File: config.mk
export PLATFORM = sky130hd
export DESIGN_NAME = uart_modem_control
export DESIGN_NICKNAME = d
export VERILOG_FILES = /design/src/uart_modem_pkg.sv /design/src/uart_modem_control.sv
export SDC_FILE = /design/constraint.sdc
export NUM_CORES = 1
export LEC_CHECK = 0
export BUFFER_PORTS_ARGS = -buffer_cell sky130_fd_sc_hd__buf_4
export CAP_MARGIN = 20
export CORE_UTILIZATION = 44
export DETAILED_ROUTE_END_ITERATION = 16
export GPL_ROUTABILITY_DRIVEN = 0
export PLACE_DENSITY = 0.8
export SYNTH_ARGS = -nofsm -noshare
export SYNTH_HDL_FRONTEND = slang
export SYNTH_SLANG_ARGS = --single-unit
export TNS_END_PERCENT = 1
File: constraint.sdc
create_clock -name i_ref_clk -period 2.1 [get_ports i_ref_clk]
set_input_delay 0.105 -clock i_ref_clk [delete_from_list [all_inputs] [get_ports i_ref_clk]]
set_output_delay 0.105 -clock i_ref_clk [all_outputs]
set_load 0.01 [all_outputs]
File: src/uart_modem_pkg.sv
package uart_modem_pkg;

  // ==========================================================
  // bus geometry
  localparam int          ADDR_W            = 8;
  localparam int          DATA_W            = 32;

  // ==========================================================
  // register offsets
  localparam logic [7:0]  FIFO_CONTROL_OFF  = 8'h08;
  localparam logic [7:0]  MODEM_CONTROL_OFF = 8'h10;
  localparam logic [7:0]  MODEM_STATUS_OFF  = 8'h18;
  localparam logic [7:0]  WP_KEY_OFF        = 8'h40;

  // ==========================================================
  // reset values and unlock key (key value is arbitrary)
  localparam logic [6:0]  MODEM_CONTROL_RST = 7'h00;
  localparam logic [31:0] WP_KEY_VALUE      = 32'h0000_a55a;

  // ==========================================================
  // modem_control fields
  localparam int          MC_W              = 7;
  localparam int          DTR_BIT           = 0;
  localparam int          RTS_BIT           = 1;
  localparam int          OUT_A_BIT         = 2;
  localparam int          OUT_B_BIT         = 3;
  localparam int          LOOP_BIT          = 4;
  localparam int          AUTO_BIT          = 5;
  localparam int          IR_BIT            = 6;

  // ==========================================================
  // fifo_control fields
  localparam int          FIFO_ON_BIT       = 0;
  localparam int          RX_RST_BIT        = 1;
  localparam int          TX_RST_BIT        = 2;
  localparam int          RX_TRIG_LSB       = 6;
  localparam int          ALMOST_FULL_SLOTS = 2;

  // ==========================================================
  // modem status read fields
  localparam int          ST_CTS_BIT        = 0;
  localparam int          ST_DSR_BIT        = 1;
  localparam int          ST_RING_BIT       = 2;
  localparam int          ST_DCD_BIT        = 3;
  localparam int          ST_RTS_PIN_BIT    = 4;

  // receive threshold codes
  typedef enum logic [1:0]
  {
    TRIG_ONE      = 2'b00,
    TRIG_QUARTER  = 2'b01,
    TRIG_HALF     = 2'b10,
    TRIG_TWO_LESS = 2'b11
  } rx_trig_t;

endpackage : uart_modem_pkg

File: src/uart_modem_control.sv
// Notes on behaviour
// - bit 6 enables infrared, write protected
// - bit 5 enables automatic flow control
// - loopback without infrared: serial out high, looped inward
// - interrupts keep working during loopback
// - user output b pin is inverted bit 3
// - user output a pin is inverted bit 2
// - loopback holds all four modem outputs high
// - manual mode: request pin inverted bit 1
// - auto flow, fifos on: stop at receive threshold
// - alternate trigger: stop at two free slots
// - terminal ready pin is inverted bit 0
// - threshold codes: one, quarter, half, two-less
// - fifo enable change resets both fifos
`timescale 1ns/1ps
module uart_modem_control
#(
  parameter int FIFO_DEPTH = 16,
  parameter int LEVEL_W    = 5
)
(
  // clock and reset
  input  wire logic                                i_ref_clk,
  input  wire logic                                i_rst,
  // register port
  input  wire logic [uart_modem_pkg::ADDR_W-1:0]   i_addr,
  input  wire logic [uart_modem_pkg::DATA_W-1:0]   i_wr_data,
  input  wire logic                                i_wr_en,
  input  wire logic                                i_rd_en,
  output logic      [uart_modem_pkg::DATA_W-1:0]   o_rd_data,
  // uart core side
  input  wire logic                                i_tx_serial,
  output logic                                     o_rx_serial,
  input  wire logic [LEVEL_W-1:0]                  i_rx_level,
  output logic                                     o_clear_to_send_st_n,
  output logic                                     o_data_set_ready_st_n,
  output logic                                     o_ring_indicator_st_n,
  output logic                                     o_carrier_detect_st_n,
  output logic                                     o_infrared_mode_enable,
  output logic                                     o_auto_flow_enable,
  output logic                                     o_fifo_on,
  output logic                                     o_tx_fifo_rst,
  output logic                                     o_rx_fifo_rst,
  // serial pins
  output logic                                     o_tx_pin,
  input  wire logic                                i_rx_pin,
  // modem pins
  input  wire logic                                i_clear_to_send_n,
  input  wire logic                                i_data_set_ready_n,
  input  wire logic                                i_ring_indicator_in_n,
  input  wire logic                                i_carrier_detect_n,
  output logic                                     o_rts_n,
  output logic                                     o_dtr_n,
  output logic                                     o_user_output_a_pin_n,
  output logic                                     o_user_output_b_pin_n,
  // static configuration pin
  input  wire logic                                i_almost_full_sel
);

  // ==========================================================
  // pin synchronisers
  localparam int          SYNC_W   = 6;
  localparam logic [5:0]  SYNC_RST = 6'h1f;

  logic [SYNC_W-1:0] meta_r;
  logic [SYNC_W-1:0] sync_r;
  logic              rx_pin_s;
  logic              cts_s;
  logic              dsr_s;
  logic              ring_s;
  logic              dcd_s;
  logic              sel_s;

  // idle levels: line high, modem inputs inactive, select low
  always_ff @(posedge i_ref_clk)
  begin
    if (i_rst)
    begin
      meta_r <= SYNC_RST;
      sync_r <= SYNC_RST;
    end
    else
    begin
      meta_r <= {i_almost_full_sel, i_carrier_detect_n,
                 i_ring_indicator_in_n, i_data_set_ready_n,
                 i_clear_to_send_n, i_rx_pin};
      sync_r <= meta_r;
    end
  end

  assign rx_pin_s = sync_r[0];
  assign cts_s    = sync_r[1];
  assign dsr_s    = sync_r[2];
  assign ring_s   = sync_r[3];
  assign dcd_s    = sync_r[4];
  assign sel_s    = sync_r[5];

  // ==========================================================
  // bus decode
  logic wr_mc;
  logic wr_fc;
  logic wr_key;

  assign wr_mc  = i_wr_en && (i_addr == uart_modem_pkg::MODEM_CONTROL_OFF);
  assign wr_fc  = i_wr_en && (i_addr == uart_modem_pkg::FIFO_CONTROL_OFF);
  assign wr_key = i_wr_en && (i_addr == uart_modem_pkg::WP_KEY_OFF);

  // ==========================================================
  // modem_control register
  logic [uart_modem_pkg::MC_W-1:0] mc_r;
  logic                            unlock_r;

  // key arms exactly one following write; any other write disarms
  always_ff @(posedge i_ref_clk)
  begin
    if (i_rst)
      unlock_r <= 1'b0;
    else if (i_wr_en)
      unlock_r <= wr_key && (i_wr_data == uart_modem_pkg::WP_KEY_VALUE);
  end

  // infrared bit only moves while unlocked
  always_ff @(posedge i_ref_clk)
  begin
    if (i_rst)
      mc_r <= uart_modem_pkg::MODEM_CONTROL_RST;
    else if (wr_mc)
    begin
      mc_r[uart_modem_pkg::AUTO_BIT:0] <=
        i_wr_data[uart_modem_pkg::AUTO_BIT:0];
      if (unlock_r)
        mc_r[uart_modem_pkg::IR_BIT] <=
          i_wr_data[uart_modem_pkg::IR_BIT];
    end
  end

  logic loop;
  logic auto_fc;
  logic serial_loop;

  assign loop        = mc_r[uart_modem_pkg::LOOP_BIT];
  assign auto_fc     = mc_r[uart_modem_pkg::AUTO_BIT];
  // infrared path owns the line, so no serial loop there
  assign serial_loop = loop && !mc_r[uart_modem_pkg::IR_BIT];

  // ==========================================================
  // fifo_control register
  logic                    fifo_on_r;
  uart_modem_pkg::rx_trig_t rx_trig_r;
  logic                    fifo_flip;

  assign fifo_flip = wr_fc &&
    (i_wr_data[uart_modem_pkg::FIFO_ON_BIT] != fifo_on_r);

  always_ff @(posedge i_ref_clk)
  begin
    if (i_rst)
    begin
      fifo_on_r <= 1'b0;
      rx_trig_r <= uart_modem_pkg::TRIG_ONE;
    end
    else if (wr_fc)
    begin
      fifo_on_r <= i_wr_data[uart_modem_pkg::FIFO_ON_BIT];
      rx_trig_r <= uart_modem_pkg::rx_trig_t'(
        i_wr_data[uart_modem_pkg::RX_TRIG_LSB +: 2]);
    end
  end

  // reset strobes are one cycle; a flip resets both sides
  always_ff @(posedge i_ref_clk)
  begin
    if (i_rst)
    begin
      o_rx_fifo_rst <= 1'b0;
      o_tx_fifo_rst <= 1'b0;
    end
    else
    begin
      o_rx_fifo_rst <= fifo_flip || (wr_fc &&
        i_wr_data[uart_modem_pkg::RX_RST_BIT]);
      o_tx_fifo_rst <= fifo_flip || (wr_fc &&
        i_wr_data[uart_modem_pkg::TX_RST_BIT]);
    end
  end

  // ==========================================================
  // flow gating
  logic alt_sel_r;

  // follows the synchronised pin every cycle, threshold gating by default
  always_ff @(posedge i_ref_clk)
  begin
    if (i_rst)
      alt_sel_r <= 1'b0;
    else
      alt_sel_r <= sel_s;
  end

  // fill level at which the sender is told to pause
  function automatic logic [LEVEL_W:0] trig_level
  (
    input uart_modem_pkg::rx_trig_t code
  );
    logic [LEVEL_W:0] lvl;
    lvl = '0;
    unique case (code)
      uart_modem_pkg::TRIG_ONE:      lvl = (LEVEL_W+1)'(1);
      uart_modem_pkg::TRIG_QUARTER:  lvl = (LEVEL_W+1)'(FIFO_DEPTH/4);
      uart_modem_pkg::TRIG_HALF:     lvl = (LEVEL_W+1)'(FIFO_DEPTH/2);
      uart_modem_pkg::TRIG_TWO_LESS: lvl = (LEVEL_W+1)'(FIFO_DEPTH -
        uart_modem_pkg::ALMOST_FULL_SLOTS);
    endcase
    return lvl;
  endfunction : trig_level

  logic [LEVEL_W:0] level_x;
  logic [LEVEL_W:0] thresh;
  logic [LEVEL_W:0] almost_full;
  logic             rx_stop;
  logic             rts_ctl;

  assign level_x     = {1'b0, i_rx_level};
  assign thresh      = trig_level(rx_trig_r);
  assign almost_full = (LEVEL_W+1)'(FIFO_DEPTH -
                       uart_modem_pkg::ALMOST_FULL_SLOTS);
  assign rx_stop     = alt_sel_r ? (level_x >= almost_full)
                                 : (level_x >= thresh);
  // gating applies only with fifos on; otherwise bit 1 alone
  assign rts_ctl     = mc_r[uart_modem_pkg::RTS_BIT] &&
                       !(auto_fc && fifo_on_r && rx_stop);

  // ==========================================================
  // modem output pins, idle high in loopback
  always_ff @(posedge i_ref_clk)
  begin
    if (i_rst)
    begin
      o_rts_n               <= 1'b1;
      o_dtr_n               <= 1'b1;
      o_user_output_a_pin_n <= 1'b1;
      o_user_output_b_pin_n <= 1'b1;
    end
    else
    begin
      o_rts_n               <= loop || !rts_ctl;
      o_dtr_n               <= loop ||
        !mc_r[uart_modem_pkg::DTR_BIT];
      o_user_output_a_pin_n <= loop ||
        !mc_r[uart_modem_pkg::OUT_A_BIT];
      o_user_output_b_pin_n <= loop ||
        !mc_r[uart_modem_pkg::OUT_B_BIT];
    end
  end

  // ==========================================================
  // modem status toward the core
  // in loopback the control bits stand in for the pins, so the
  // core's change detection and interrupts run unchanged
  always_ff @(posedge i_ref_clk)
  begin
    if (i_rst)
    begin
      o_clear_to_send_st_n  <= 1'b1;
      o_data_set_ready_st_n <= 1'b1;
      o_ring_indicator_st_n <= 1'b1;
      o_carrier_detect_st_n <= 1'b1;
    end
    else if (loop)
    begin
      o_clear_to_send_st_n  <= !mc_r[uart_modem_pkg::RTS_BIT];
      o_data_set_ready_st_n <= !mc_r[uart_modem_pkg::DTR_BIT];
      o_ring_indicator_st_n <= !mc_r[uart_modem_pkg::OUT_A_BIT];
      o_carrier_detect_st_n <= !mc_r[uart_modem_pkg::OUT_B_BIT];
    end
    else
    begin
      o_clear_to_send_st_n  <= cts_s;
      o_data_set_ready_st_n <= dsr_s;
      o_ring_indicator_st_n <= ring_s;
      o_carrier_detect_st_n <= dcd_s;
    end
  end

  // ==========================================================
  // serial path and mode outputs
  always_ff @(posedge i_ref_clk)
  begin
    if (i_rst)
    begin
      o_tx_pin    <= 1'b1;
      o_rx_serial <= 1'b1;
    end
    else
    begin
      o_tx_pin    <= serial_loop || i_tx_serial;
      o_rx_serial <= serial_loop ? i_tx_serial : rx_pin_s;
    end
  end

  always_ff @(posedge i_ref_clk)
  begin
    if (i_rst)
    begin
      o_infrared_mode_enable <= 1'b0;
      o_auto_flow_enable     <= 1'b0;
      o_fifo_on              <= 1'b0;
    end
    else
    begin
      o_infrared_mode_enable <= mc_r[uart_modem_pkg::IR_BIT];
      o_auto_flow_enable     <= auto_fc;
      o_fifo_on              <= fifo_on_r;
    end
  end

  // ==========================================================
  // read port; unmapped offsets read zero
  always_ff @(posedge i_ref_clk)
  begin
    if (i_rst || !i_rd_en)
      o_rd_data <= '0;
    else
    begin
      unique case (i_addr)
        uart_modem_pkg::MODEM_CONTROL_OFF:
          o_rd_data <= {25'h0, mc_r};
        uart_modem_pkg::FIFO_CONTROL_OFF:
          o_rd_data <= {24'h0, rx_trig_r, 5'h00, fifo_on_r};
        uart_modem_pkg::MODEM_STATUS_OFF:
          o_rd_data <= {27'h0, o_rts_n, o_carrier_detect_st_n,
                        o_ring_indicator_st_n, o_data_set_ready_st_n,
                        o_clear_to_send_st_n};
        default:
          o_rd_data <= '0;
      endcase
    end
  end
endmodule : uart_modem_control

---- Word level (Yosys, flattened, before mapping) ----
Index checks and enable logic that the tools add are counted.
operators by class
  div/mod/pow operators ................... 0
  shift-type cells ........................ 0
  add/sub/neg operators ................... 0
  equal/unequal tests ..................... 9
  bitwise logic cells ..................... 0
  reductions and logical operators ........ 29
  $mul .................................... 0
  mux-type cells .......................... 8
  order comparisons ....................... 2
operators with widths
  operator                count
  $eq A32 B16 Y1 const B  1
  $pmux W6 S4             1
  $pmux W8 S3             1
  $eq A8 B5 Y1 const B    2
  $logic_and A1 B1 Y1     11
  $eq A8 B4 Y1 const B    1
  $eq A8 B7 Y1 const B    1
  $logic_not A1 Y1        8
  $logic_or A1 B1 Y1      8
  $ge A5 B6 Y1            1
  $mux W1                 6
  $ge A5 B4 Y1 const B    1
  $eq A2 B2 Y1 const B    2
  $eq A2 B1 Y1 const B    1
  $logic_not A2 Y1        1
  $reduce_and A2 Y1       1
  $ne A1 B1 Y1            1
storage, ports and cells
  memory bits (writable) .................. 0
  logic and storage cells ................. 72
  memory bits (read-only) ................. 0
  latch bits .............................. 0
  flip-flop bits (word level) ............. 71
  memories kept ........................... 0

---- Logic depth before layout (Yosys ltp) ----
Gate-level depths: netlist (run 1).
  word-level depth ........................ 9
  depth in mapped cells ................... 6

---- Worst setup path before layout (run 1) ----
No wires, ideal clock.
  kind .................................... reg-to-reg
  start point ............................. register rx_trig_r[1]
  end point ............................... register o_rts_n
  path buffers ............................ 0
  period minus slack after synthesis ...... 1443 ps
  arrival ................................. 1327 ps
  slack ................................... 657 ps
  setup time .............................. 116 ps
  stages on the path, launching flop included .. 6
  cells stage by stage .................... dfxtp_1 -> inv_1 -> ha_1 -> a2111oi_0 -> o21ai_0 -> a41o_1
between the ends
  word-level cells in the longest chain between the ends .. 9
  elaborated cells between the ends (all ways) .. 12
ends and longest elaborated chain
  item                                        RTL line                   RTL
  from (decl)                                 uart_modem_control.sv:149  uart_modem_pkg::rx_trig_t rx_trig_r;
  from (signal assigned)                      uart_modem_control.sv:160  rx_trig_r <= uart_modem_pkg::TRIG_ONE;
  from (signal assigned)                      uart_modem_control.sv:165  rx_trig_r <= uart_modem_pkg::rx_trig_t'(
  $eq A2 B2 Y1, or another cell as far along  uart_modem_control.sv:207  unique case (code)
  $pmux W6 S4 (*)                             uart_modem_control.sv:207
  $ge A5 B6 Y1 (*)                            uart_modem_control.sv:228  : (level_x >= thresh);
  $mux W1 (*)                                 uart_modem_control.sv:227  assign rx_stop = alt_sel_r ? (level_x >= almost_full)
  $logic_and A1 B1 Y1 (*)                     uart_modem_control.sv:231  !(auto_fc && fifo_on_r && rx_stop);
  $logic_not A1 Y1 (*)                        uart_modem_control.sv:231
  $logic_and A1 B1 Y1 (*)                     uart_modem_control.sv:230  assign rts_ctl = mc_r[uart_modem_pkg::RTS_BIT] &&
  $logic_not A1 Y1 (*)                        uart_modem_control.sv:246  o_rts_n <= loop || !rts_ctl;
  $logic_or A1 B1 Y1 (*)                      uart_modem_control.sv:246
  to (signal assigned)                        uart_modem_control.sv:246
  to (decl)                                   uart_modem_control.sv:52   output logic o_rts_n,
Mark *: on every way between the ends. The rest lies on a longest branch, timed or not. The select of a mux whose other input is x is not followed.
A chain may end at the register's enable or synchronous reset.

---- Worst setup path in the final report (run 1) ----
Same ends and word-level chain as after synthesis.

==> results of run 1 <==
-- final timing paths --
check	to	slack [ps]	start	depth (start not counted)
setup / recovery	o_rts_n	420	rx_trig_r[1]	5
hold / removal	meta_r[5]	20	i_almost_full_sel	2
setup reg to reg	o_rts_n	420	rx_trig_r[1]	5
hold reg to reg	sync_r[3]	410	meta_r[3]	1
-- through the flow --
stage / instances / power (mW) / instance area [µm²] / setup WS, ps
after detailed placement: 323 / 1.11 / 2490 / 461
final: 337 / 1.68 / 2650 / 417
after CTS: 337 / 1.69 / 2650 / 442
after global routing: 337 / 1.75 / 2650 / 267
after global placement: 323 / 1.10 / 2490 / 598
after floorplan: 225 / 1.04 / 2050 / 657
-- flip-flops by register name, summed over array words and instances, names as in the netlist, 2 cells and up --
register,flops
mc_r,7
rx_trig_r,2
o_rd_data,8
meta_r,6
sync_r,6
-- cell type report --
type | instances | area (µm²) | area share (%)
inverters | 4 | 15.0 | 0.566
well taps | 50 | 62.6 | 2.36
repair buffers | 84 | 646 | 24.3
clock buffers | 8 | 100 | 3.77
flip-flops and latches | 47 | 941 | 35.5
multi-input cells | 144 | 888 | 33.5
-- routing by layer --
metal	GRT usage (%)	vias to the layer above	part of all wire, %
li1	-	794	-
met4	8.16	0	1.9
met2	32.6	72	51
met1	21.1	686	40
met5	0	-	0
met3	7.24	8	7.3
-- cell families (layout without fill, tap and decap cells) --
family | count (synthesis) | count (layout) | share of synthesized area (%)
adders and majority gates | 4 | 4 | 2.55
other | 1 | 24 | 0.191
xor gates and xnor gates | 1 | 1 | 0.447
AOI/OAI and AO/OA | 11 | 11 | 3.57
buffers and inverters | 34 | 96 | 11.2
and+or+nand+nor | 88 | 88 | 25.8
muxes | 16 | 16 | 8.29
DFF | 47 | 47 | 48.0
-- critical path: stages, from the launching register on --
cell                        delay [ps]
sky130_fd_sc_hd__dfxtp_1           400
sky130_fd_sc_hd__inv_1              60
sky130_fd_sc_hd__ha_1              300
sky130_fd_sc_hd__a2111oi_0         430
sky130_fd_sc_hd__o21ai_0           150
sky130_fd_sc_hd__a41o_1            250
-- power by group --
part           internal [mW]  leakage (nW)  switching (mW)
registers              0.905         0.383         0.00420
clock network          0.300        0.0515           0.283
logic                  0.105         0.804          0.0823
-- placed cells by master, fill, tap and decap left out, types with 6 or more instances in the layout --
cell type and count:
sky130_fd_sc_hd__nor2_1 22, sky130_fd_sc_hd__conb_1 24, sky130_fd_sc_hd__clkbuf_8 7, sky130_fd_sc_hd__dfxtp_1 47, sky130_fd_sc_hd__nand2b_1 7, sky130_fd_sc_hd__mux2i_1 14, sky130_fd_sc_hd__buf_4 78, sky130_fd_sc_hd__nand2_1 15
sky130_fd_sc_hd__nor2b_1 9, sky130_fd_sc_hd__dlygate4sd3_1 6, sky130_fd_sc_hd__or2_2 10
==> impl_metrics.prom, run 1 <==
# TYPE chip_impl_metric gauge
chip_impl_info{name="run_status",value="finished clean"} 1
chip_impl_metric{name="postCtsSetupRepairBufs",unit=""} 0
chip_impl_metric{name="clkTransAtPathRegs",unit="ps"} 80
chip_impl_metric{name="clock-skew-final",unit="ps"} 7.24
chip_impl_metric{name="data_arrival_time_of_the_critical_path",unit="ps"} 1880
chip_impl_info{name="synth_commonest_cells",value="sky130_fd_sc_hd__dfxtp_1 (47), sky130_fd_sc_hd__buf_4 (24), sky130_fd_sc_hd__nor2_1 (22), sky130_fd_sc_hd__nand2_1 (15), sky130_fd_sc_hd__mux2i_1 (14)"} 1
chip_impl_info{name="worstSetupStartpointType",value="flip-flop"} 1
chip_impl_info{name="synth_top_area_cell",value="sky130_fd_sc_hd__dfxtp_1"} 1
chip_impl_metric{name="post-synth-top-area-fraction",unit="%"} 48.0
chip_impl_metric{name="drive_above_1_share",unit="%"} 34.8
chip_impl_metric{name="wl_per_cell",unit="µm"} 12.3
chip_impl_metric{name="leakagePower",unit="nW"} 1.24
chip_impl_metric{name="dr_total_vias",unit=""} 1560
chip_impl_metric{name="chip_height",unit="µm"} 68.8
chip_impl_metric{name="dieArea",unit="µm²"} 4730
chip_impl_metric{name="synthesis.yosys.warnings",unit=""} 0
chip_impl_metric{name="clock_tree.buffer_depth",unit=""} 2
chip_impl_metric{name="initial_utilization",unit="%"} 47.3
chip_impl_metric{name="fp.dieW",unit="µm"} 68.8
chip_impl_metric{name="vias_per_cell",unit=""} 4.63
chip_impl_info{name="synthMostInstantiatedCell",value="sky130_fd_sc_hd__dfxtp_1"} 1
chip_impl_metric{name="synth-edff-count",unit=""} 0
chip_impl_info{name="unrepaired_setup_endpoints_after_global_routing",value="false"} 1
chip_impl_info{name="setup.worst_path.class",value="reg2reg"} 1
chip_impl_metric{name="coreArea",unit="µm²"} 4140
chip_impl_metric{name="cts.repair.resized",unit=""} 0
chip_impl_metric{name="final.hold.worst_slack",unit="ps"} 19.0
chip_impl_info{name="tritoncts",value="built"} 1
chip_impl_metric{name="hpwlAfterDp",unit="µm"} 3130
chip_impl_metric{name="layout.filler_cells",unit=""} 337
chip_impl_metric{name="worstSkewPairLatency",unit="ps"} 300
chip_impl_info{name="hold_class",value="in2reg"} 1
chip_impl_metric{name="postSynthRegisterBits",unit=""} 47
chip_impl_metric{name="row_count",unit=""} 23
chip_impl_metric{name="dr.pass1.iters",unit=""} 4
chip_impl_metric{name="final_core_density",unit="%"} 64.0
chip_impl_metric{name="cellPowerDensity",unit="nW/µm²"} 633
chip_impl_metric{name="port_buffers",unit=""} 78
chip_impl_metric{name="numClockSinks",unit=""} 47
chip_impl_metric{name="crit_path_max_fanout",unit=""} 5
chip_impl_metric{name="final_net_count",unit=""} 346
chip_impl_metric{name="cts.htree.levels",unit=""} 2
chip_impl_metric{name="report.final.slew_viol_count",unit=""} 0
chip_impl_metric{name="finalWorstPathRequiredPeriod",unit="ps"} 1680
chip_impl_metric{name="max_cap_violations",unit=""} 0
chip_impl_metric{name="route.detailed.drc",unit=""} 0
chip_impl_metric{name="finalSetupTns",unit="ps"} 0
chip_impl_info{name="ys_top_cells_by_area",value="sky130_fd_sc_hd__dfxtp_1 (48%), sky130_fd_sc_hd__buf_4 (9.2%), sky130_fd_sc_hd__mux2i_1 (7.1%)"} 1
chip_impl_metric{name="boundaryPins",unit=""} 103
chip_impl_metric{name="setup_violations",unit=""} 0
chip_impl_metric{name="wl",unit="µm"} 4130
chip_impl_metric{name="seq_area_frac_synth",unit="%"} 48.0
chip_impl_metric{name="grt_antenna_before_repair",unit=""} 0
chip_impl_metric{name="grt_first_pass_wirelength",unit="µm"} 6410
chip_impl_metric{name="synthDistinctLibCells",unit=""} 37
chip_impl_metric{name="cp_data_required_time",unit="ps"} 2300
chip_impl_metric{name="post_synth_inst_count",unit=""} 202
chip_impl_info{name="postSynth.topFlopCell",value="sky130_fd_sc_hd__dfxtp_1"} 1
chip_impl_metric{name="grt_overflow_total",unit=""} 0
chip_impl_metric{name="max_frequency",unit="GHz"} 0.594
chip_impl_info{name="crit_path_end_kind",value="flip-flop"} 1
chip_impl_metric{name="cts_hold_buf",unit=""} 6
chip_impl_metric{name="hold_violations",unit=""} 0
chip_impl_metric{name="grt.total_usage",unit="%"} 19.1
chip_impl_info{name="clk_root_buffer_cell",value="sky130_fd_sc_hd__clkbuf_8"} 1
chip_impl_metric{name="antenna_left",unit=""} 0
chip_impl_metric{name="detail_route.iter0.violations",unit=""} 77
chip_impl_metric{name="numCtsBuffers",unit=""} 5
chip_impl_metric{name="synthesis.area",unit="µm²"} 1960
chip_impl_metric{name="antenna_cells",unit=""} 0
chip_impl_metric{name="first_global_vias",unit=""} 1429
chip_impl_metric{name="pin_count_of_the_biggest_net_entering_global_routing",unit=""} 39
chip_impl_metric{name="layout-area-overhead-vs-synth",unit="%"} 35.2
chip_impl_metric{name="worst_ir_drop_vdd",unit="mV"} 0.348
chip_impl_metric{name="asyncSetResetFlopFracSynth",unit="%"} 0
chip_impl_metric{name="postSynthAreaPerCell",unit="µm²"} 9.71
chip_impl_metric{name="period_share",unit="%"} 80.2
Note: power is estimated with default switching activity, not from simulation.
==> run 2, diff against run 1 <==
ABC_AREA = 1   (was unset)
CORE_UTILIZATION = 46   (was 44)
PLACE_DENSITY = 0.82   (was 0.8)
clock period = 1.59 ns   (was 2.1 ns; I/O delays follow)
==> run 2 against run 1 <==
Net effect: clock power grew 43%; synthesized area increased by 7.9%; via count is 20% higher; fmax grew 27%; critical path depth rose by 3; non-clock buffer count grew 2; clock skew shrank 3.2 ps; die area is 3.1% higher; combinational power rose by 43%; critical endpoint unchanged; largest cell class unchanged; highest routed layer unchanged.
==> impl_metrics.prom, run 2 <==
# TYPE chip_impl_metric gauge
chip_impl_metric{name="chip_height",unit="µm"} 69.8
chip_impl_metric{name="combinationalPowerShare",unit="%"} 11.6
chip_impl_info{name="launch_point_of_the_worst_reg_to_reg_path",value="rx_trig_r[0]"} 1
chip_impl_info{name="unrepaired_setup_endpoints_after_global_routing",value="false"} 1
chip_impl_info{name="largest-register",value="o_rd_data"} 1
chip_impl_info{name="timing.critical_path.slowest_stage_cell",value="sky130_fd_sc_hd__dfxtp_1"} 1
chip_impl_metric{name="route.detailed.drc",unit=""} 0
chip_impl_metric{name="worst_ir_drop_vdd",unit="mV"} 0.564
chip_impl_info{name="path_common_cell",value="sky130_fd_sc_hd__nand2_1"} 1
chip_impl_metric{name="cts.htree.levels",unit=""} 2
chip_impl_metric{name="cellPowerDensity",unit="nW/µm²"} 810
chip_impl_metric{name="grt_antenna_before_repair",unit=""} 0
chip_impl_metric{name="port_buffers",unit=""} 78
chip_impl_metric{name="final_net_count",unit=""} 425
chip_impl_metric{name="fp.dieW",unit="µm"} 69.8
chip_impl_metric{name="synthesis.yosys.warnings",unit=""} 0
chip_impl_info{name="critical_path.top_delay_family",value="flip-flops"} 1
chip_impl_info{name="hold_start",value="i_wr_data[1]"} 1
chip_impl_info{name="synth_top_area_cell",value="sky130_fd_sc_hd__dfxtp_1"} 1
chip_impl_info{name="synthMostInstantiatedCell",value="sky130_fd_sc_hd__nand2_1"} 1
chip_impl_metric{name="wl_per_cell",unit="µm"} 10.5
chip_impl_info{name="top_library_cells_by_usage_in_the_layout_fill_and_taps_aside",value="sky130_fd_sc_hd__buf_4 (79), sky130_fd_sc_hd__nand2_1 (48), sky130_fd_sc_hd__dfxtp_1 (47)"} 1
chip_impl_metric{name="sw_share",unit="%"} 22.1
chip_impl_metric{name="hpwlAfterDp",unit="µm"} 3430
chip_impl_info{name="most_common_library_cell_in_the_layout_ignoring_fill_and_taps",value="sky130_fd_sc_hd__buf_4"} 1
chip_impl_metric{name="setup_violations",unit=""} 0
chip_impl_info{name="worstSetupStartpointType",value="flip-flop"} 1
chip_impl_metric{name="row_count",unit=""} 24
chip_impl_metric{name="synth-edff-count",unit=""} 0
chip_impl_metric{name="intPower",unit="mW"} 1.80
chip_impl_metric{name="synthesis.area",unit="µm²"} 2120
chip_impl_metric{name="dr.pass1.iters",unit=""} 4
chip_impl_metric{name="data_arrival_time_of_the_critical_path",unit="ps"} 1510
chip_impl_metric{name="crit_path_max_fanout",unit=""} 5
chip_impl_metric{name="antenna_left",unit=""} 0
chip_impl_metric{name="leakagePower",unit="nW"} 1.41
chip_impl_metric{name="period_share",unit="%"} 83.4
chip_impl_metric{name="post-synth-top-area-fraction",unit="%"} 44.4
chip_impl_metric{name="finalSetupTns",unit="ps"} 0
chip_impl_metric{name="pin_count_of_the_biggest_net_entering_global_routing",unit=""} 25
chip_impl_info{name="ys_top_cells_by_area",value="sky130_fd_sc_hd__dfxtp_1 (44%), sky130_fd_sc_hd__buf_4 (8.5%), sky130_fd_sc_hd__nand2_1 (8.5%)"} 1
chip_impl_metric{name="drive_above_1_share",unit="%"} 30.4
chip_impl_metric{name="post_synth_inst_count",unit=""} 276
chip_impl_metric{name="clock_tree.buffer_depth",unit=""} 2
chip_impl_info{name="crit_path_start",value="rx_trig_r[0]"} 1
chip_impl_metric{name="worstSkewPairLatency",unit="ps"} 290
chip_impl_metric{name="boundaryPins",unit=""} 103
chip_impl_metric{name="cts.repair.resized",unit=""} 0
chip_impl_metric{name="postCtsSetupRepairBufs",unit=""} 0
chip_impl_metric{name="grt_overflow_total",unit=""} 0
chip_impl_metric{name="report.final.slew_viol_count",unit=""} 0
chip_impl_metric{name="numClockSinks",unit=""} 47
chip_impl_metric{name="grt_first_pass_wirelength",unit="µm"} 7380
chip_impl_info{name="postSynth.topFlopCell",value="sky130_fd_sc_hd__dfxtp_1"} 1
chip_impl_info{name="clk_root_buffer_cell",value="sky130_fd_sc_hd__clkbuf_8"} 1
chip_impl_metric{name="max_frequency",unit="GHz"} 0.754
chip_impl_metric{name="hold_violations",unit=""} 0
chip_impl_metric{name="numCtsBuffers",unit=""} 5
chip_impl_metric{name="power_frac_clock",unit="%"} 36.3
chip_impl_metric{name="totalPowerFinal",unit="mW"} 2.31
chip_impl_metric{name="dieArea",unit="µm²"} 4880
chip_impl_metric{name="coreArea",unit="µm²"} 4380
chip_impl_metric{name="antenna_cells",unit=""} 0
chip_impl_metric{name="postSynthRegisterBits",unit=""} 47
chip_impl_metric{name="seq_area_frac_synth",unit="%"} 44.4
chip_impl_metric{name="postSynthAreaPerCell",unit="µm²"} 7.67
chip_impl_info{name="crit_path_end_kind",value="flip-flop"} 1
chip_impl_metric{name="dr_total_vias",unit=""} 1872
chip_impl_info{name="tritoncts",value="built"} 1
chip_impl_metric{name="finalWorstPathRequiredPeriod",unit="ps"} 1330
chip_impl_info{name="synth_commonest_cells",value="sky130_fd_sc_hd__nand2_1 (48), sky130_fd_sc_hd__dfxtp_1 (47), sky130_fd_sc_hd__inv_1 (40), sky130_fd_sc_hd__nor2_1 (36), sky130_fd_sc_hd__buf_4 (24)"} 1
chip_impl_metric{name="switchingPower",unit="mW"} 0.508
chip_impl_metric{name="largest_register_ffs",unit=""} 8
chip_impl_metric{name="detail_route.iter0.violations",unit=""} 86
chip_impl_metric{name="seq_power_share",unit="%"} 52.1
chip_impl_metric{name="asyncSetResetFlopFracSynth",unit="%"} 0
chip_impl_metric{name="layout-area-overhead-vs-synth",unit="%"} 34.5
chip_impl_info{name="hold_class",value="in2reg"} 1
chip_impl_metric{name="initial_utilization",unit="%"} 48.3
chip_impl_metric{name="place.detailed.instances",unit=""} 403
chip_impl_metric{name="grt.total_usage",unit="%"} 19.1
chip_impl_metric{name="fin_cells",unit=""} 417
chip_impl_metric{name="cp_num_buf_inv",unit=""} 1
chip_impl_metric{name="synthDistinctLibCells",unit=""} 30
chip_impl_info{name="setup.worst_path.class",value="reg2reg"} 1
chip_impl_metric{name="max_cap_violations",unit=""} 0
chip_impl_metric{name="critical_path.max_stage_delay",unit="ps"} 380
chip_impl_metric{name="clock-skew-final",unit="ps"} 4.08
chip_impl_metric{name="clkTransAtPathRegs",unit="ps"} 80
chip_impl_metric{name="first_global_vias",unit=""} 1725
chip_impl_metric{name="vias_per_cell",unit=""} 4.49
chip_impl_info{name="critical_path.cell_chain",value="nand2_1 -> ha_1 -> inv_1 -> nor2_1 -> o21ai_0 -> nand4_1 -> nand3_1 -> nand2_1"} 1
chip_impl_metric{name="wl",unit="µm"} 4380
chip_impl_info{name="run_status",value="finished clean"} 1
chip_impl_info{name="reg_top3",value="o_rd_data x8, mc_r x7"} 1
chip_impl_metric{name="cp_data_required_time",unit="ps"} 1780
## run 2: changes by cell type after synthesis, sizes merged, moves of 7 or more
cell / delta
nand2: +36
nand2b: -7
nor2b: -9
a21oi: +15
o21ai: +7
mux2i: -14
nand3: +8
nor2: +20
inv: +36
## run 2: cell type report
type | count | area [µm²]
Clock buffer | 5 | 68.8
Clock inverter | 2 | 37.5
Fill cell | 385 | 1540
Inverter | 41 | 159
Multi-Input combinational cell | 184 | 912
Sequential cell | 47 | 941
Tap cell | 52 | 65.1
Timing Repair Buffer | 86 | 663
## run 2: kinds of logic (layout without fill, tap and decap cells)
logic type	after synthesis	after routing	share of synthesized area, %
other cells	1	24	0.177
compound gates	31	31	7.68
flops	47	47	44.4
simple gates	124	124	28.4
buf+inv	68	134	16.5
xor+xnor	1	1	0.414
fa+ha+maj	4	4	2.36
## run 2: worst paths after layout
kind	to	slack, ps	cells past startpoint
max	o_rts_n	260	8
min	mc_r[1]	30	3
max reg2reg	o_rts_n	260	8
min reg2reg	sync_r[5]	400	2
## run 2: through the flow
stage / hold WS [ps] / util (%) / setup WS (ps) / cell area (µm²)
3_5_place_dp: 266 / 60.9 / 288 / 2670
2_1_floorplan: 183 / - / 382 / 2200
3_3_place_gp: 264 / 60.9 / 335 / 2670
4_1_cts: 1.55 / 64.7 / 268 / 2840
6_report: 25.3 / 64.9 / 264 / 2850
5_1_grt: 42.8 / 64.9 / 174 / 2850
## run 2: layer usage
metal / track usage [%] / routed length (µm)
met5: 0 / 0
met3: 4.65 / 275
met2: 33.9 / 2260
met4: 7.11 / 93
met1: 22.1 / 1750
## run 2: worst min-delay path: cells and delay by family
family	cells	cell delay, ps
buffers and inverters	1	80
AO/OA/AOI/OAI	1	60
AND/OR/NAND/NOR	1	70
## run 2: repair_timing
action | in CTS | in global routing
hold buffers | 6 | 1
setup endpoints to repair | 0 | 0
hold endpoints to repair | 6 | 1
## run 2: power by group through the flow
stage / logic, mW / clock network (mW) / registers (mW)
global route: 0.296 / 0.909 / 1.20
floorplan: 0.150 / 0 / 1.23
detailed placement: 0.253 / 0 / 1.23
CTS: 0.266 / 0.852 / 1.20
global placement: 0.246 / 0 / 1.23
finish: 0.268 / 0.836 / 1.20
==> run 3, diff against run 2 <==
clock period = 1.4 ns   (was 1.59 ns; I/O delays follow)
==> run 3 against run 2 <==
Net effect: non-clock buffer count unchanged; cell count stayed put; fmax up 4.6%; critical path depth is the same; routed wire length grew 3.2%; clock power decreased by 8.3%; global-route usage up 0.39 points; worst setup slack got worse by 130 ps; via count hardly changed; final area fell by 0.75%; clock skew barely moved; critical path type unchanged; critical endpoint unchanged.
==> impl_metrics.prom, run 3 (synthesized netlist as in run 2, its figures left out) <==
# TYPE chip_impl_metric gauge
chip_impl_metric{name="vias_per_cell",unit=""} 4.49
chip_impl_metric{name="port_buffers",unit=""} 78
chip_impl_info{name="launch_point_of_the_worst_reg_to_reg_path",value="rx_trig_r[0]"} 1
chip_impl_info{name="most_common_library_cell_in_the_layout_ignoring_fill_and_taps",value="sky130_fd_sc_hd__buf_4"} 1
chip_impl_metric{name="worstHoldPathCells",unit=""} 3
chip_impl_metric{name="pin_count_of_the_biggest_net_entering_global_routing",unit=""} 25
chip_impl_metric{name="boundaryPins",unit=""} 103
chip_impl_metric{name="grt.total_usage",unit="%"} 19.5
chip_impl_info{name="critical_path.cell_chain",value="nand2_1 -> ha_1 -> inv_1 -> nor2_1 -> o21ai_0 -> nand4_1 -> nand3_1 -> nand2_1"} 1
chip_impl_metric{name="hold_violations",unit=""} 0
chip_impl_metric{name="numCtsBuffers",unit=""} 5
chip_impl_info{name="clk_root_buffer_cell",value="sky130_fd_sc_hd__clkbuf_8"} 1
chip_impl_metric{name="antenna_cells",unit=""} 0
chip_impl_metric{name="clkTransAtPathRegs",unit="ps"} 80
chip_impl_info{name="unrepaired_setup_endpoints_after_global_routing",value="false"} 1
chip_impl_metric{name="drive_above_1_share",unit="%"} 31.0
chip_impl_metric{name="data_arrival_time_of_the_critical_path",unit="ps"} 1450
chip_impl_metric{name="route.detailed.drc",unit=""} 0
chip_impl_metric{name="finalWorstPathRequiredPeriod",unit="ps"} 1270
chip_impl_metric{name="first_global_vias",unit=""} 1731
chip_impl_info{name="critical_path.reg2reg.endpoint",value="o_rts_n"} 1
chip_impl_metric{name="numClockSinks",unit=""} 47
chip_impl_metric{name="wl",unit="µm"} 4520
chip_impl_metric{name="worst-r2r-cell-count",unit=""} 8
chip_impl_metric{name="layout-area-overhead-vs-synth",unit="%"} 33.5
chip_impl_metric{name="dr.pass1.iters",unit=""} 4
chip_impl_metric{name="dieArea",unit="µm²"} 4880
chip_impl_metric{name="clock_tree.buffer_depth",unit=""} 2
chip_impl_info{name="tritoncts",value="built"} 1
chip_impl_info{name="hold-path-endpoint",value="mc_r[1]"} 1
chip_impl_metric{name="rrSetupSlack",unit="ps"} 130
chip_impl_metric{name="coreArea",unit="µm²"} 4380
chip_impl_info{name="hold_class",value="in2reg"} 1
chip_impl_metric{name="finalSetupTns",unit="ps"} 0
chip_impl_metric{name="worst_ir_drop_vdd",unit="mV"} 0.560
chip_impl_info{name="run_status",value="finished clean"} 1
chip_impl_metric{name="max_frequency",unit="GHz"} 0.789
chip_impl_metric{name="worstSkewPairLatency",unit="ps"} 290
chip_impl_metric{name="wl_per_cell",unit="µm"} 10.8
chip_impl_metric{name="grt_overflow_total",unit=""} 0
chip_impl_metric{name="grt_first_pass_wirelength",unit="µm"} 7560
chip_impl_info{name="top_library_cells_by_usage_in_the_layout_fill_and_taps_aside",value="sky130_fd_sc_hd__buf_4 (79), sky130_fd_sc_hd__nand2_1 (48), sky130_fd_sc_hd__dfxtp_1 (45)"} 1
chip_impl_metric{name="grt_antenna_before_repair",unit=""} 0
chip_impl_metric{name="report.final.slew_viol_count",unit=""} 0
chip_impl_info{name="setup.worst_path.class",value="reg2reg"} 1
chip_impl_info{name="path_common_cell",value="sky130_fd_sc_hd__nand2_1"} 1
chip_impl_metric{name="initial_utilization",unit="%"} 48.3
chip_impl_info{name="timing.critical_path.slowest_stage_cell",value="sky130_fd_sc_hd__dfxtp_2"} 1
chip_impl_info{name="reg_top3",value="o_rd_data x8, mc_r x7"} 1
chip_impl_metric{name="fp.dieW",unit="µm"} 69.8
chip_impl_metric{name="largest_register_ffs",unit=""} 8
chip_impl_metric{name="detail_route.iter0.violations",unit=""} 106
chip_impl_metric{name="total_non_filler_cell_area_in_the_finished_layout",unit="µm²"} 2830
chip_impl_metric{name="row_count",unit=""} 24
chip_impl_metric{name="chip_height",unit="µm"} 69.8
chip_impl_metric{name="dr_total_vias",unit=""} 1871
chip_impl_metric{name="final_net_count",unit=""} 425
chip_impl_metric{name="hpwlAfterDp",unit="µm"} 3400
chip_impl_metric{name="period_share",unit="%"} 90.6
chip_impl_metric{name="critical_path.max_stage_delay",unit="ps"} 360
chip_impl_metric{name="clock-skew-final",unit="ps"} 4.43
chip_impl_metric{name="leakagePower",unit="nW"} 1.41
chip_impl_metric{name="cts.htree.levels",unit=""} 2
chip_impl_metric{name="postPlaceCellArea",unit="µm²"} 2670
chip_impl_metric{name="crit_path_max_fanout",unit=""} 5
chip_impl_info{name="worstSetupStartpointType",value="flip-flop"} 1
chip_impl_info{name="hold_start",value="i_wr_data[1]"} 1
chip_impl_info{name="largest-register",value="o_rd_data"} 1
chip_impl_metric{name="layout.filler_cells",unit=""} 397
chip_impl_metric{name="antenna_left",unit=""} 0
chip_impl_metric{name="setup_violations",unit=""} 0
chip_impl_metric{name="max_cap_violations",unit=""} 0
chip_impl_metric{name="cp_data_required_time",unit="ps"} 1580
chip_impl_metric{name="cellPowerDensity",unit="nW/µm²"} 862
chip_impl_info{name="crit_path_end_kind",value="flip-flop"} 1
==> run 3: cell types whose count changed in the layout (fill, tap and decap cells not counted) <==
cell,before,now
sky130_fd_sc_hd__bufinv_16,1,0
sky130_fd_sc_hd__clkinv_2,0,1
sky130_fd_sc_hd__clkinv_4,1,2
sky130_fd_sc_hd__clkinvlp_4,1,0
sky130_fd_sc_hd__dfxtp_1,47,45
sky130_fd_sc_hd__dfxtp_2,0,2
==> run 3: critical path, delay by kind of cell, from the launching register on <==
kind                       cells  cell delay (ps)
AOI/OAI and AO/OA              1              140
adders and majority gates      1              290
buffers and inverters          1               60
DFF                            1              360
and+or+nand+nor                5              320
==> run 3: layout make-up <==
class | instances | area [µm²] | share of cell area, %
Sequential cell | 47 | 943 | 33.4
Multi-Input combinational cell | 184 | 912 | 32.3
Timing Repair Buffer | 86 | 663 | 23.5
Inverter | 41 | 159 | 5.62
Clock buffer | 5 | 68.8 | 2.44
Tap cell | 52 | 65.1 | 2.30
Clock inverter | 2 | 13.8 | 0.487
==> run 3: routing by layer <==
metal	vias to the layer above	wire length, µm	track usage, %
met3	2	308	4.94
met5	-	0	0
li1	974	-	-
met2	78	2330	33.9
met4	0	26	5.33
met1	817	1860	23.8
==> run 3: how the worst max path moves through the flow <==
stage	startpoint	end	slack (ps)	cells past startpoint
after floorplan	rx_trig_r[0]	o_rts_n	190	8
after global placement	rx_trig_r[0]	o_rts_n	140	8
after detailed placement	rx_trig_r[0]	o_rts_n	90	8
after CTS	rx_trig_r[0]	o_rts_n	80	8
after global routing	rx_trig_r[0]	o_rts_n	20	8
final	rx_trig_r[0]	o_rts_n	130	8
==> run 3: per-stage QoR <==
step           cells  power, mW  hold WS, ps  setup slack (ps)  util, %
2_1_floorplan    299       1.57          174               192        -
3_3_place_gp     403       1.68          254               145     60.9
3_5_place_dp     403       1.68          257              93.5     60.9
4_1_cts          417       2.45         18.7              82.6     64.4
5_1_grt          417       2.57         43.4              15.4     64.4
6_report         417       2.44         23.5               132     64.4
==> run 3: report_power, final <==
| part | internal [mW] | leakage, nW | switching, mW |
|---|---|---|---|
| clock | 0.342 | 0.0440 | 0.426 |
| combinational | 0.161 | 0.979 | 0.144 |
| sequential | 1.36 | 0.384 | 0.00670 |
==> run 3: timing repair <==
item,4_1_cts,5_1_grt
hold buffers,7,0
buffers inserted,0,0
resized for setup,0,2
endpoints found under the hold margin,7,0
endpoints found under the setup margin,0,1
